### src/amc_regs.svh
// Register offsets, field positions, reset values and counts of the converter monitor
`ifndef AMC_REGS_SVH
`define AMC_REGS_SVH

// ----------------------------------------------------------------
// Device register indices (link register port, 16-bit words)
// ----------------------------------------------------------------
`define AMC_REG_CONV_CFG     4'h0
`define AMC_REG_RESULT_ST    4'h1
`define AMC_REG_SUPPLY       4'h2
`define AMC_REG_CPUMP_ST     4'h3
`define AMC_REG_TEMP         4'h4
`define AMC_REG_SENSOR_CFG   4'h5

// ----------------------------------------------------------------
// Device field positions and reset values
// ----------------------------------------------------------------
`define AMC_CFG_SEL_LSB      0
`define AMC_CFG_REQ_BIT      2
`define AMC_CFG_BFILT_LSB    3
`define AMC_CFG_SFILT_LSB    5
`define AMC_CFG_RESET        16'h0000
`define AMC_RES_RDY_BIT      7
`define AMC_CP_HIGH_LSB      8
`define AMC_TEMP_OTW_BIT     8
`define AMC_TEMP_OTS_BIT     9
`define AMC_SENS_DIS_BIT     0
`define AMC_SENS_RESET       1'b0
`define AMC_SLOT_COUNT       3'h6
`define AMC_FILT_MAX         8

// ----------------------------------------------------------------
// Host APB register byte offsets
// ----------------------------------------------------------------
`define AMC_APB_CTRL         8'h00
`define AMC_APB_WDATA        8'h04
`define AMC_APB_STATUS       8'h08
`define AMC_APB_SCALED       8'h0C
`define AMC_APB_WRITE_BIT    8
`define AMC_APB_DONE_BIT     1
`define AMC_APB_RDATA_LSB    16

// ----------------------------------------------------------------
// Host scaling constants
// ----------------------------------------------------------------
`define AMC_TEMP_STEP        2
`define AMC_TEMP_OFFSET      94
`define AMC_BATT_SLOPE_UV    581
`define AMC_BATT_OFFSET_MV   5520
`define AMC_GATE_FULL_MV     16000
`define AMC_CODE_FULL        127

`endif

### src/amc_pkg.sv
// Types shared by both ends of the converter monitor
package amc_pkg;

  // ----------------------------------------------------------------
  // Conversion sources
  // ----------------------------------------------------------------
  typedef enum logic [2:0] {
    SRC_BATT  = 3'h0,
    SRC_TEMP  = 3'h1,
    SRC_LOWG  = 3'h2,
    SRC_HIGHG = 3'h3,
    SRC_CURR  = 3'h4,
    SRC_LREG  = 3'h5,
    SRC_BUCK  = 3'h6
  } amc_src_t;

  // ----------------------------------------------------------------
  // State machines
  // ----------------------------------------------------------------
  typedef enum logic [2:0] {
    SQ_IDLE  = 3'b001,
    SQ_START = 3'b010,
    SQ_WAIT  = 3'b100
  } amc_seq_t;

  typedef enum logic [1:0] {
    HS_IDLE = 2'b01,
    HS_REQ  = 2'b10
  } amc_hseq_t;

  // ----------------------------------------------------------------
  // Whole state of the device end
  // ----------------------------------------------------------------
  typedef struct packed {
    amc_seq_t            seq;
    logic [2:0]          slot;
    logic                curExtra;
    logic [1:0]          odSel;
    logic                odReq;
    logic [1:0]          battFilt;
    logic [1:0]          sharedFilt;
    logic                otsDis;
    logic [6:0]          odVal;
    logic                odRdy;
    logic [6:0]          battCode;
    logic [6:0]          tempCode;
    logic [6:0]          lowCode;
    logic [6:0]          highCode;
    logic                otwFlag;
    logic                otsFlag;
    logic                convStart;
    amc_src_t            convSel;
    logic                otwOut;
    logic                otsOut;
    logic                regAck;
    logic [15:0]         regRdata;
    logic [4:0][7:0][6:0] hist;
  } amc_dev_state_t;

  // ----------------------------------------------------------------
  // Whole state of the host end
  // ----------------------------------------------------------------
  typedef struct packed {
    amc_hseq_t   seq;
    logic [3:0]  cmdAddr;
    logic        cmdWrite;
    logic [15:0] cmdWdata;
    logic        done;
    logic [15:0] rdata;
    logic [31:0] scaled;
    logic        pready;
    logic        pslverr;
    logic [31:0] prdata;
    logic        regReq;
    logic        regWe;
    logic [3:0]  regAddr;
    logic [15:0] regWdata;
  } amc_host_state_t;

endpackage

### src/amc_link_if.sv
// Register link between the monitor device and its controlling host
`timescale 1ns/1ns
interface amc_link_if;
  logic        regReq;
  logic        regWe;
  logic [3:0]  regAddr;
  logic [15:0] regWdata;
  logic [15:0] regRdata;
  logic        regAck;

  modport dev
  (
    input  regReq,
    input  regWe,
    input  regAddr,
    input  regWdata,
    output regRdata,
    output regAck
  );

  modport host
  (
    output regReq,
    output regWe,
    output regAddr,
    output regWdata,
    input  regRdata,
    input  regAck
  );
endinterface

### src/amc_dev.sv
// Device end: monitoring converter sequencer, filters and status registers
//
// Contract
// - Results are 7-bit codes read over registers
// - Convert only while the device is active
// - Loop order: batt, temp, batt, low, batt, high
// - Each result lands in its own status register (code: gate codes share one word, extra sources share one)
// - Extra select picks current, regulator or buck
// - Host requests; exactly one extra conversion inserted
// - Running conversion finishes before extra starts
// - Extra result stored and ready flag set
// - Loop resumes at the interrupted pending slot
// - Moving average; battery has own filter setting
// - Config write loads every field at once
// - Host writes the whole config word each time
// - Host: temperature is twice code minus 94
// - Host scales supply, gate and regulator codes (host scales only the low gate code, bits 6:0)
// - Disable bit suppresses overheat shutdown action
// - Warning and shutdown kept as separate flags
//
// Decided for this implementation: register access over APB and the register addresses.
`timescale 1ns/1ns
`include "amc_regs.svh"
module amc_dev
#(
  parameter logic [6:0] OTW_CODE = 7'h5A,
  parameter logic [6:0] OTS_CODE = 7'h64
)
(
  // Clock, reset, enable
  input  wire logic         clk_sys,
  input  wire logic         rst,
  input  wire logic         clkEn,
  // Register link
  amc_link_if.dev           lnk,
  // Device state and converter core
  input  wire logic         deviceActive,
  input  wire logic         convDone,
  input  wire logic [6:0]   convCode,
  output logic              convStart,
  output amc_pkg::amc_src_t convSel,
  // Protection
  output logic              overheatWarning,
  output logic              overheatShutdown
);

  // ----------------------------------------------------------------
  // Elaboration checks
  // ----------------------------------------------------------------
  if (OTW_CODE > OTS_CODE)
  begin : gChk
    $error("Warning threshold must not exceed shutdown threshold");
  end

  amc_pkg::amc_dev_state_t s;
  amc_pkg::amc_dev_state_t n;

  // ----------------------------------------------------------------
  // Helpers
  // ----------------------------------------------------------------
  // Fixed loop order; batt every other slot
  function automatic amc_pkg::amc_src_t slotSrc(input logic [2:0] slot);
    case (slot)
      3'h1:    slotSrc = amc_pkg::SRC_TEMP;
      3'h3:    slotSrc = amc_pkg::SRC_LOWG;
      3'h5:    slotSrc = amc_pkg::SRC_HIGHG;
      default: slotSrc = amc_pkg::SRC_BATT;
    endcase
  endfunction

  // Select code 3 is unused and falls back to the buck output
  function automatic amc_pkg::amc_src_t extraSrc(input logic [1:0] sel);
    case (sel)
      2'h0:    extraSrc = amc_pkg::SRC_CURR;
      2'h1:    extraSrc = amc_pkg::SRC_LREG;
      default: extraSrc = amc_pkg::SRC_BUCK;
    endcase
  endfunction

  // History row of a source; all extra sources share row 4
  function automatic logic [2:0] rowOf(input amc_pkg::amc_src_t src);
    case (src)
      amc_pkg::SRC_BATT:  rowOf = 3'h0;
      amc_pkg::SRC_TEMP:  rowOf = 3'h1;
      amc_pkg::SRC_LOWG:  rowOf = 3'h2;
      amc_pkg::SRC_HIGHG: rowOf = 3'h3;
      default:            rowOf = 3'h4;
    endcase
  endfunction

  // Average of the newest 2^cfg samples, recomputed so a config change acts at once
  function automatic logic [6:0] avgRow(input logic [7:0][6:0] row, input logic [1:0] cfg);
    logic [9:0] sum;
    int         i;
    sum = 10'h000;
    for (i = 0; i < `AMC_FILT_MAX; i++)
    begin
      if (i < (1 << cfg))
        sum = sum + {3'h0, row[i]};
    end
    avgRow = 7'(sum >> cfg);
  endfunction

  // ----------------------------------------------------------------
  // Next state
  // ----------------------------------------------------------------
  logic [2:0]       row;
  logic [7:0][6:0]  newRow;
  logic [6:0]       filt;

  // Register port, sequencer and protection in one pass
  always_comb
  begin
    n           = s;
    n.convStart = 1'b0;
    n.regAck    = 1'b0;
    row         = rowOf(s.convSel);
    newRow      = {s.hist[row][6:0], convCode};
    filt        = avgRow(newRow, (row == 3'h0) ? s.battFilt : s.sharedFilt);

    // Sequencer
    case (s.seq)
      amc_pkg::SQ_IDLE:
      begin
        if (deviceActive)
          n.seq = amc_pkg::SQ_START;
      end
      amc_pkg::SQ_START:
      begin
        n.convStart = 1'b1;
        n.seq       = amc_pkg::SQ_WAIT;
        if (s.odReq)
        begin
          n.curExtra = 1'b1;
          n.convSel  = extraSrc(s.odSel);
          n.odReq    = 1'b0;
        end
        else
        begin
          n.curExtra = 1'b0;
          n.convSel  = slotSrc(s.slot);
        end
      end
      amc_pkg::SQ_WAIT:
      begin
        // A request waits here until the running conversion ends
        if (convDone)
        begin
          n.seq      = amc_pkg::SQ_START;
          n.hist[row] = newRow;
          if (s.curExtra)
          begin
            n.odVal = filt;
            n.odRdy = 1'b1;
          end
          else
          begin
            // Slot pointer only moves on loop conversions
            n.slot = (s.slot == `AMC_SLOT_COUNT - 3'h1) ? 3'h0 : s.slot + 3'h1;
            case (s.convSel)
              amc_pkg::SRC_BATT:  n.battCode = filt;
              amc_pkg::SRC_TEMP:  n.tempCode = filt;
              amc_pkg::SRC_LOWG:  n.lowCode  = filt;
              default:            n.highCode = filt;
            endcase
          end
        end
      end
      default: n.seq = amc_pkg::SQ_IDLE;
    endcase

    // Leaving active abandons everything and rewinds the loop
    if (!deviceActive)
    begin
      n.seq      = amc_pkg::SQ_IDLE;
      n.slot     = 3'h0;
      n.odReq    = 1'b0;
      n.curExtra = 1'b0;
    end

    // Register access; one access per request, answered next edge
    if (lnk.regReq && !s.regAck)
    begin
      n.regAck = 1'b1;
      case (lnk.regAddr)
        `AMC_REG_CONV_CFG:   n.regRdata = {9'h000, s.sharedFilt, s.battFilt, s.odReq, s.odSel};
        `AMC_REG_RESULT_ST:  n.regRdata = {8'h00, s.odRdy, s.odVal};
        `AMC_REG_SUPPLY:     n.regRdata = {9'h000, s.battCode};
        `AMC_REG_CPUMP_ST:   n.regRdata = {1'b0, s.highCode, 1'b0, s.lowCode};
        `AMC_REG_TEMP:       n.regRdata = {6'h00, s.otsFlag, s.otwFlag, 1'b0, s.tempCode};
        `AMC_REG_SENSOR_CFG: n.regRdata = {15'h0000, s.otsDis};
        default:             n.regRdata = 16'h0000;
      endcase
      if (lnk.regWe)
      begin
        case (lnk.regAddr)
          `AMC_REG_CONV_CFG:
          begin
            // Every field is taken from the word; nothing is merged
            n.odSel      = lnk.regWdata[`AMC_CFG_SEL_LSB +: 2];
            n.battFilt   = lnk.regWdata[`AMC_CFG_BFILT_LSB +: 2];
            n.sharedFilt = lnk.regWdata[`AMC_CFG_SFILT_LSB +: 2];
            n.odReq      = lnk.regWdata[`AMC_CFG_REQ_BIT] && deviceActive;
            if (lnk.regWdata[`AMC_CFG_REQ_BIT])
              n.odRdy = 1'b0;
          end
          `AMC_REG_TEMP:
          begin
            // Write one to clear a fault flag
            if (lnk.regWdata[`AMC_TEMP_OTW_BIT])
              n.otwFlag = 1'b0;
            if (lnk.regWdata[`AMC_TEMP_OTS_BIT])
              n.otsFlag = 1'b0;
          end
          `AMC_REG_SENSOR_CFG: n.otsDis = lnk.regWdata[`AMC_SENS_DIS_BIT];
          default: ;
        endcase
      end
    end

    // Protection from the filtered temperature; set wins over a clear
    n.otwOut = (s.tempCode >= OTW_CODE);
    n.otsOut = (s.tempCode >= OTS_CODE) && !s.otsDis;
    if (s.tempCode >= OTW_CODE)
      n.otwFlag = 1'b1;
    if (s.tempCode >= OTS_CODE)
      n.otsFlag = 1'b1;
  end

  // ----------------------------------------------------------------
  // State register
  // ----------------------------------------------------------------
  // Reset first; clock enable low freezes everything
  always_ff @(posedge clk_sys)
  begin
    if (rst)
    begin
      s            <= '0;
      s.seq        <= amc_pkg::SQ_IDLE;
      s.convSel    <= amc_pkg::SRC_BATT;
      s.odSel      <= 2'(`AMC_CFG_RESET >> `AMC_CFG_SEL_LSB);
      s.battFilt   <= 2'(`AMC_CFG_RESET >> `AMC_CFG_BFILT_LSB);
      s.sharedFilt <= 2'(`AMC_CFG_RESET >> `AMC_CFG_SFILT_LSB);
      s.otsDis     <= `AMC_SENS_RESET;
    end
    else if (clkEn)
      s <= n;
  end

  // ----------------------------------------------------------------
  // Outputs, all straight from the state register
  // ----------------------------------------------------------------
  assign lnk.regAck       = s.regAck;
  assign lnk.regRdata     = s.regRdata;
  assign convStart        = s.convStart;
  assign convSel          = s.convSel;
  assign overheatWarning  = s.otwOut;
  assign overheatShutdown = s.otsOut;

endmodule // amc_dev

### src/flat_wrapper.sv
// flat-port wrapper written by rule: the top's interface ports become plain ports
module amc_dev_flat 
#(
  parameter logic [6:0] OTW_CODE = 7'h5A,
  parameter logic [6:0] OTS_CODE = 7'h64
)
  (clk_sys, rst, clkEn, deviceActive, convDone, convCode, convStart, convSel, overheatWarning, overheatShutdown, lnk_regReq, lnk_regWe, lnk_regAddr, lnk_regWdata, lnk_regRdata, lnk_regAck);
  amc_link_if lnk_i ();
  input  wire logic clk_sys;
  input  wire logic rst;
  input  wire logic clkEn;
  input  wire logic deviceActive;
  input  wire logic convDone;
  input  wire logic [6:0] convCode;
  output logic convStart;
  output amc_pkg::amc_src_t convSel;
  output logic overheatWarning;
  output logic overheatShutdown;
  input wire logic [$bits(lnk_i.regReq)-1:0] lnk_regReq;
  input wire logic [$bits(lnk_i.regWe)-1:0] lnk_regWe;
  input wire logic [$bits(lnk_i.regAddr)-1:0] lnk_regAddr;
  input wire logic [$bits(lnk_i.regWdata)-1:0] lnk_regWdata;
  output wire logic [$bits(lnk_i.regRdata)-1:0] lnk_regRdata;
  output wire logic [$bits(lnk_i.regAck)-1:0] lnk_regAck;
  assign lnk_i.regReq = lnk_regReq;
  assign lnk_i.regWe = lnk_regWe;
  assign lnk_i.regAddr = lnk_regAddr;
  assign lnk_i.regWdata = lnk_regWdata;
  assign lnk_regRdata = lnk_i.regRdata;
  assign lnk_regAck = lnk_i.regAck;
  amc_dev #(.OTW_CODE(OTW_CODE), .OTS_CODE(OTS_CODE)) u_core (.clk_sys(clk_sys), .rst(rst), .clkEn(clkEn), .lnk(lnk_i), .deviceActive(deviceActive), .convDone(convDone), .convCode(convCode), .convStart(convStart), .convSel(convSel), .overheatWarning(overheatWarning), .overheatShutdown(overheatShutdown));
endmodule
### config.mk
export PLATFORM = sky130hd
export DESIGN_NAME = amc_dev_flat
export DESIGN_NICKNAME = d
export VERILOG_FILES = /design/src/amc_pkg.sv /design/src/amc_link_if.sv /design/src/amc_dev.sv /design/src/flat_wrapper.sv
export VERILOG_INCLUDE_DIRS = /design/src
export SDC_FILE = /design/constraint.sdc
export NUM_CORES = 1
export LEC_CHECK = 0
export BUFFER_PORTS_ARGS = -buffer_cell sky130_fd_sc_hd__buf_4
export CORE_ASPECT_RATIO = 1.5
export CORE_UTILIZATION = 55
export DETAILED_ROUTE_END_ITERATION = 6
export PLACE_DENSITY_LB_ADDON = 0.25
export SYNTH_ARGS = -nofsm -noshare
export SYNTH_HDL_FRONTEND = slang
export SYNTH_SLANG_ARGS = --single-unit
### constraint.sdc
create_clock -name clk_sys -period 10.7 [get_ports clk_sys]
set_clock_uncertainty 0.05 [all_clocks]
set_input_delay 0.535 -clock clk_sys [delete_from_list [all_inputs] [get_ports clk_sys]]
set_output_delay 0.535 -clock clk_sys [all_outputs]
set_load 0.01 [all_outputs]
==> results.yml <==
cells_and_area:
  final_cell_mix: "317 x dfxtp_1, 292 x nor2_1, 291 x a211oi_1, 241 x nand2_1, 169 x a21oi_1"
  areaGrowthSynthToFinish_pct: 8.18
  drive_gt1_share_pct: 8.85
  layout_commonest_cell: "dfxtp_1"
  final_cells: 2423
  fin_util_pct: 60.2
  diodes: 0
  final_nets: 2092
pwr:
  max-vdd-ir-drop_mv: 0.102
  power.density_nw_per_um2: 132
  power_leakage_nw: 6.39
placement:
  port-buffer-count: 48
  placedCellCount: 2370
  gp_congestion: 0.882
  place_ws_ns: 0.620
  dp.final_hpwl_um: 28300
die:
  core-area_um2: 30200
  fp-row-count: 78
  die_w_um: 145
  dieArea_um2: 31200
  start_util_pct: 55.7
  die_y_um: 216
  ios: 57
timing:
  drv_slew: 0
  hold_violations: 0
  fmax_ghz: 0.101
  finalWorstSetupSlack_ns: 0.752
  period_minus_slack_ns: 9.95
  slew_headroom_pct: 24.7
  rsz0062_at_grt: "no"
  finalCritPeriodShare_pct: 93.0
  setup_viol: 0
  tns_ns: 0
  worstMarginPinSlew_ns: 1.12
worst_setup_path:
  crit_type: "reg2reg"
  cp-end-kind: "flop"
  crit_path_max_incr_delay_ns: 0.58
  cp_top_family: "compound AO/OA/AOI/OAI gates"
  crit_path_max_fanout: 15
  cpMostUsedCell: "ha_1"
  critPathSlowestCell: "o31ai_1"
  cp.arrival_ns: 10.36
  start_kind: "flop"
  critPathBufInv: 2
  cp.required_ns: 11.11
logic_synthesis:
  ys_types: 82
  synth_edf_count: 0
  ys.flop_type: "dfxtp_1"
  postSynth.asyncResetShare_pct: 0
  ys_seq_area_share_pct: 38.2
  ys_ff_latch: 320
  synth_cells: 2072
  syn_avg_cell_area_um2: 8.10
  ys_warn_count: 0
  syn_area_um2: 16800
  syn-num-nets: 2162
route:
  wl_per_cell_um: 17.8
  dr.pass1.iters: 5
  via_per_inst: 5.99
  drt-initial-drc-count: 878
  num_vias: 14518
  ant_nets: 0
  drc: 0
  wl_um: 43200
clock_network:
  cts_tree: "built"
  cts_sinks: 320
  cts_buffers: 30
  postCtsHoldBufs: 0
  path_clk_slew_ns: 0.07
  clk_latency_ns: 0.57
  cts_buffer_depth: 3
  htree_levels: 1
  clock_tree.root_cell: "clkbuf_16"
global_route:
  grt_overflow: 0
  grt_usage_pct: 28.0
  grt_pass1_wl_um: 70200
  antenna_found_initial: 0
  grt_max_degree: 175
  grt_pass1_vias: 13994
worst_hold_path:
  hp-class: "in2reg"
run:
  max_cap_violations: 0
status:
  status: "finished, final reports clean"
## metal layers
layer	vias up	track usage (%)	wire length (µm)
li1	7197	-	-
met2	343	50.1	21900
met4	0	11.8	1590
met1	6877	33.1	18000
met3	101	3.11	1790
met5	-	0	0
## Yosys cell counts (6+ instances only)
library cell  number  area [µm²]
nand2_1          242         908
clkbuf_1         137         514
ha_1              49         613
and2_1            52         325
dfxtp_1          320        6410
fa_1               7         140
o31ai_1           15         113
xnor2_1           16         140
nor2b_1           11        68.8
nor3_1            10        50.1
mux2i_1           78         781
a22oi_1           19         143
o21a_1            24         180
xor2_1            11        96.3
o211ai_1           8        60.1
or2_2              6        37.5
a21oi_1          172         861
a211oi_1         291        2180
nor2_1           293        1100
buf_1             10        37.5
nand3_1           11        55.1
buf_4             20         150
o21ai_0           65         325
inv_1             62         233
nand4_1           11        68.8
a21o_1            16         120
## worst paths after layout
path | slack [ns] | end | cells after the start | start
setup / recovery | 0.75 | u_core.s[325] | 45 | u_core.convSel[0]
setup reg to reg | 0.75 | u_core.s[325] | 45 | u_core.convSel[0]
hold / removal | 0.15 | u_core.s[345] | 3 | lnk_regWdata[4]
hold reg to reg | 0.40 | u_core.s[4] | 2 | u_core.s[4]
## sequential cells by signal, summed over array words and instances (netlist names)
name and count:
u_core.lnk.regRdata 15, u_core.s 298, u_core.overheatWarning 1, u_core.overheatShutdown 1
u_core.convSel 3, u_core.lnk.regAck 1, u_core.convStart 1
## cells by family after synthesis
logic type / synth area share [%]
buffers and inverters: 6.19
muxes: 5.78
AOI/OAI and AO/OA: 26.5
other: 0.0223
xor gates and xnor gates: 1.41
adders and majority gates: 4.49
and+or+nand+nor: 17.4
DFF: 38.2
## area by class of cell
class | instances | area (µm²)
Timing Repair Buffer | 76 | 591
Clock buffer | 39 | 846
Fill cell | 2628 | 12000
Multi-Input combinational cell | 1511 | 9410
Tap cell | 400 | 500
Inverter | 63 | 236
Sequential cell | 320 | 6420
Clock inverter | 14 | 163
## per-stage QoR
step           total power [W]  cell area, µm²  hold WS [ns]
6_report               0.00240           18200         0.149
3_5_place_dp           0.00133           17100         0.394
5_1_grt                0.00248           18200         0.156
2_1_floorplan          0.00130           16800         0.382
4_1_cts                0.00242           18100         0.140
3_3_place_gp           0.00133           17100         0.389
## report_power, final
part	internal (W)	total (W)	switching, W
registers	0.00119	0.00119	0.00000141
clock network	0.000629	0.00109	0.000466
logic	0.0000397	0.000117	0.0000775
total	0.00186	0.00240	0.000544
## worst reg2reg max path: cells and delay by family (launching register included)
| kind | cells | cell delay (ns) |
|---|---|---|
| simple gates | 4 | 0.71 |
| buf+inv | 2 | 0.16 |
| fa+ha+maj | 8 | 2.60 |
| compound gates | 29 | 5.53 |
| flops | 1 | 0.49 |
| xor+xnor | 2 | 0.33 |
## repair_timing
| item | 4_1_cts | 5_1_grt |
|---|---|---|
| setup buffers | 0 | 0 |
| setup endpoints to repair | 0 | 20 |
| gates resized for setup | 0 | 6 |
No activity file was read; power rests on OpenSTA's default activity.
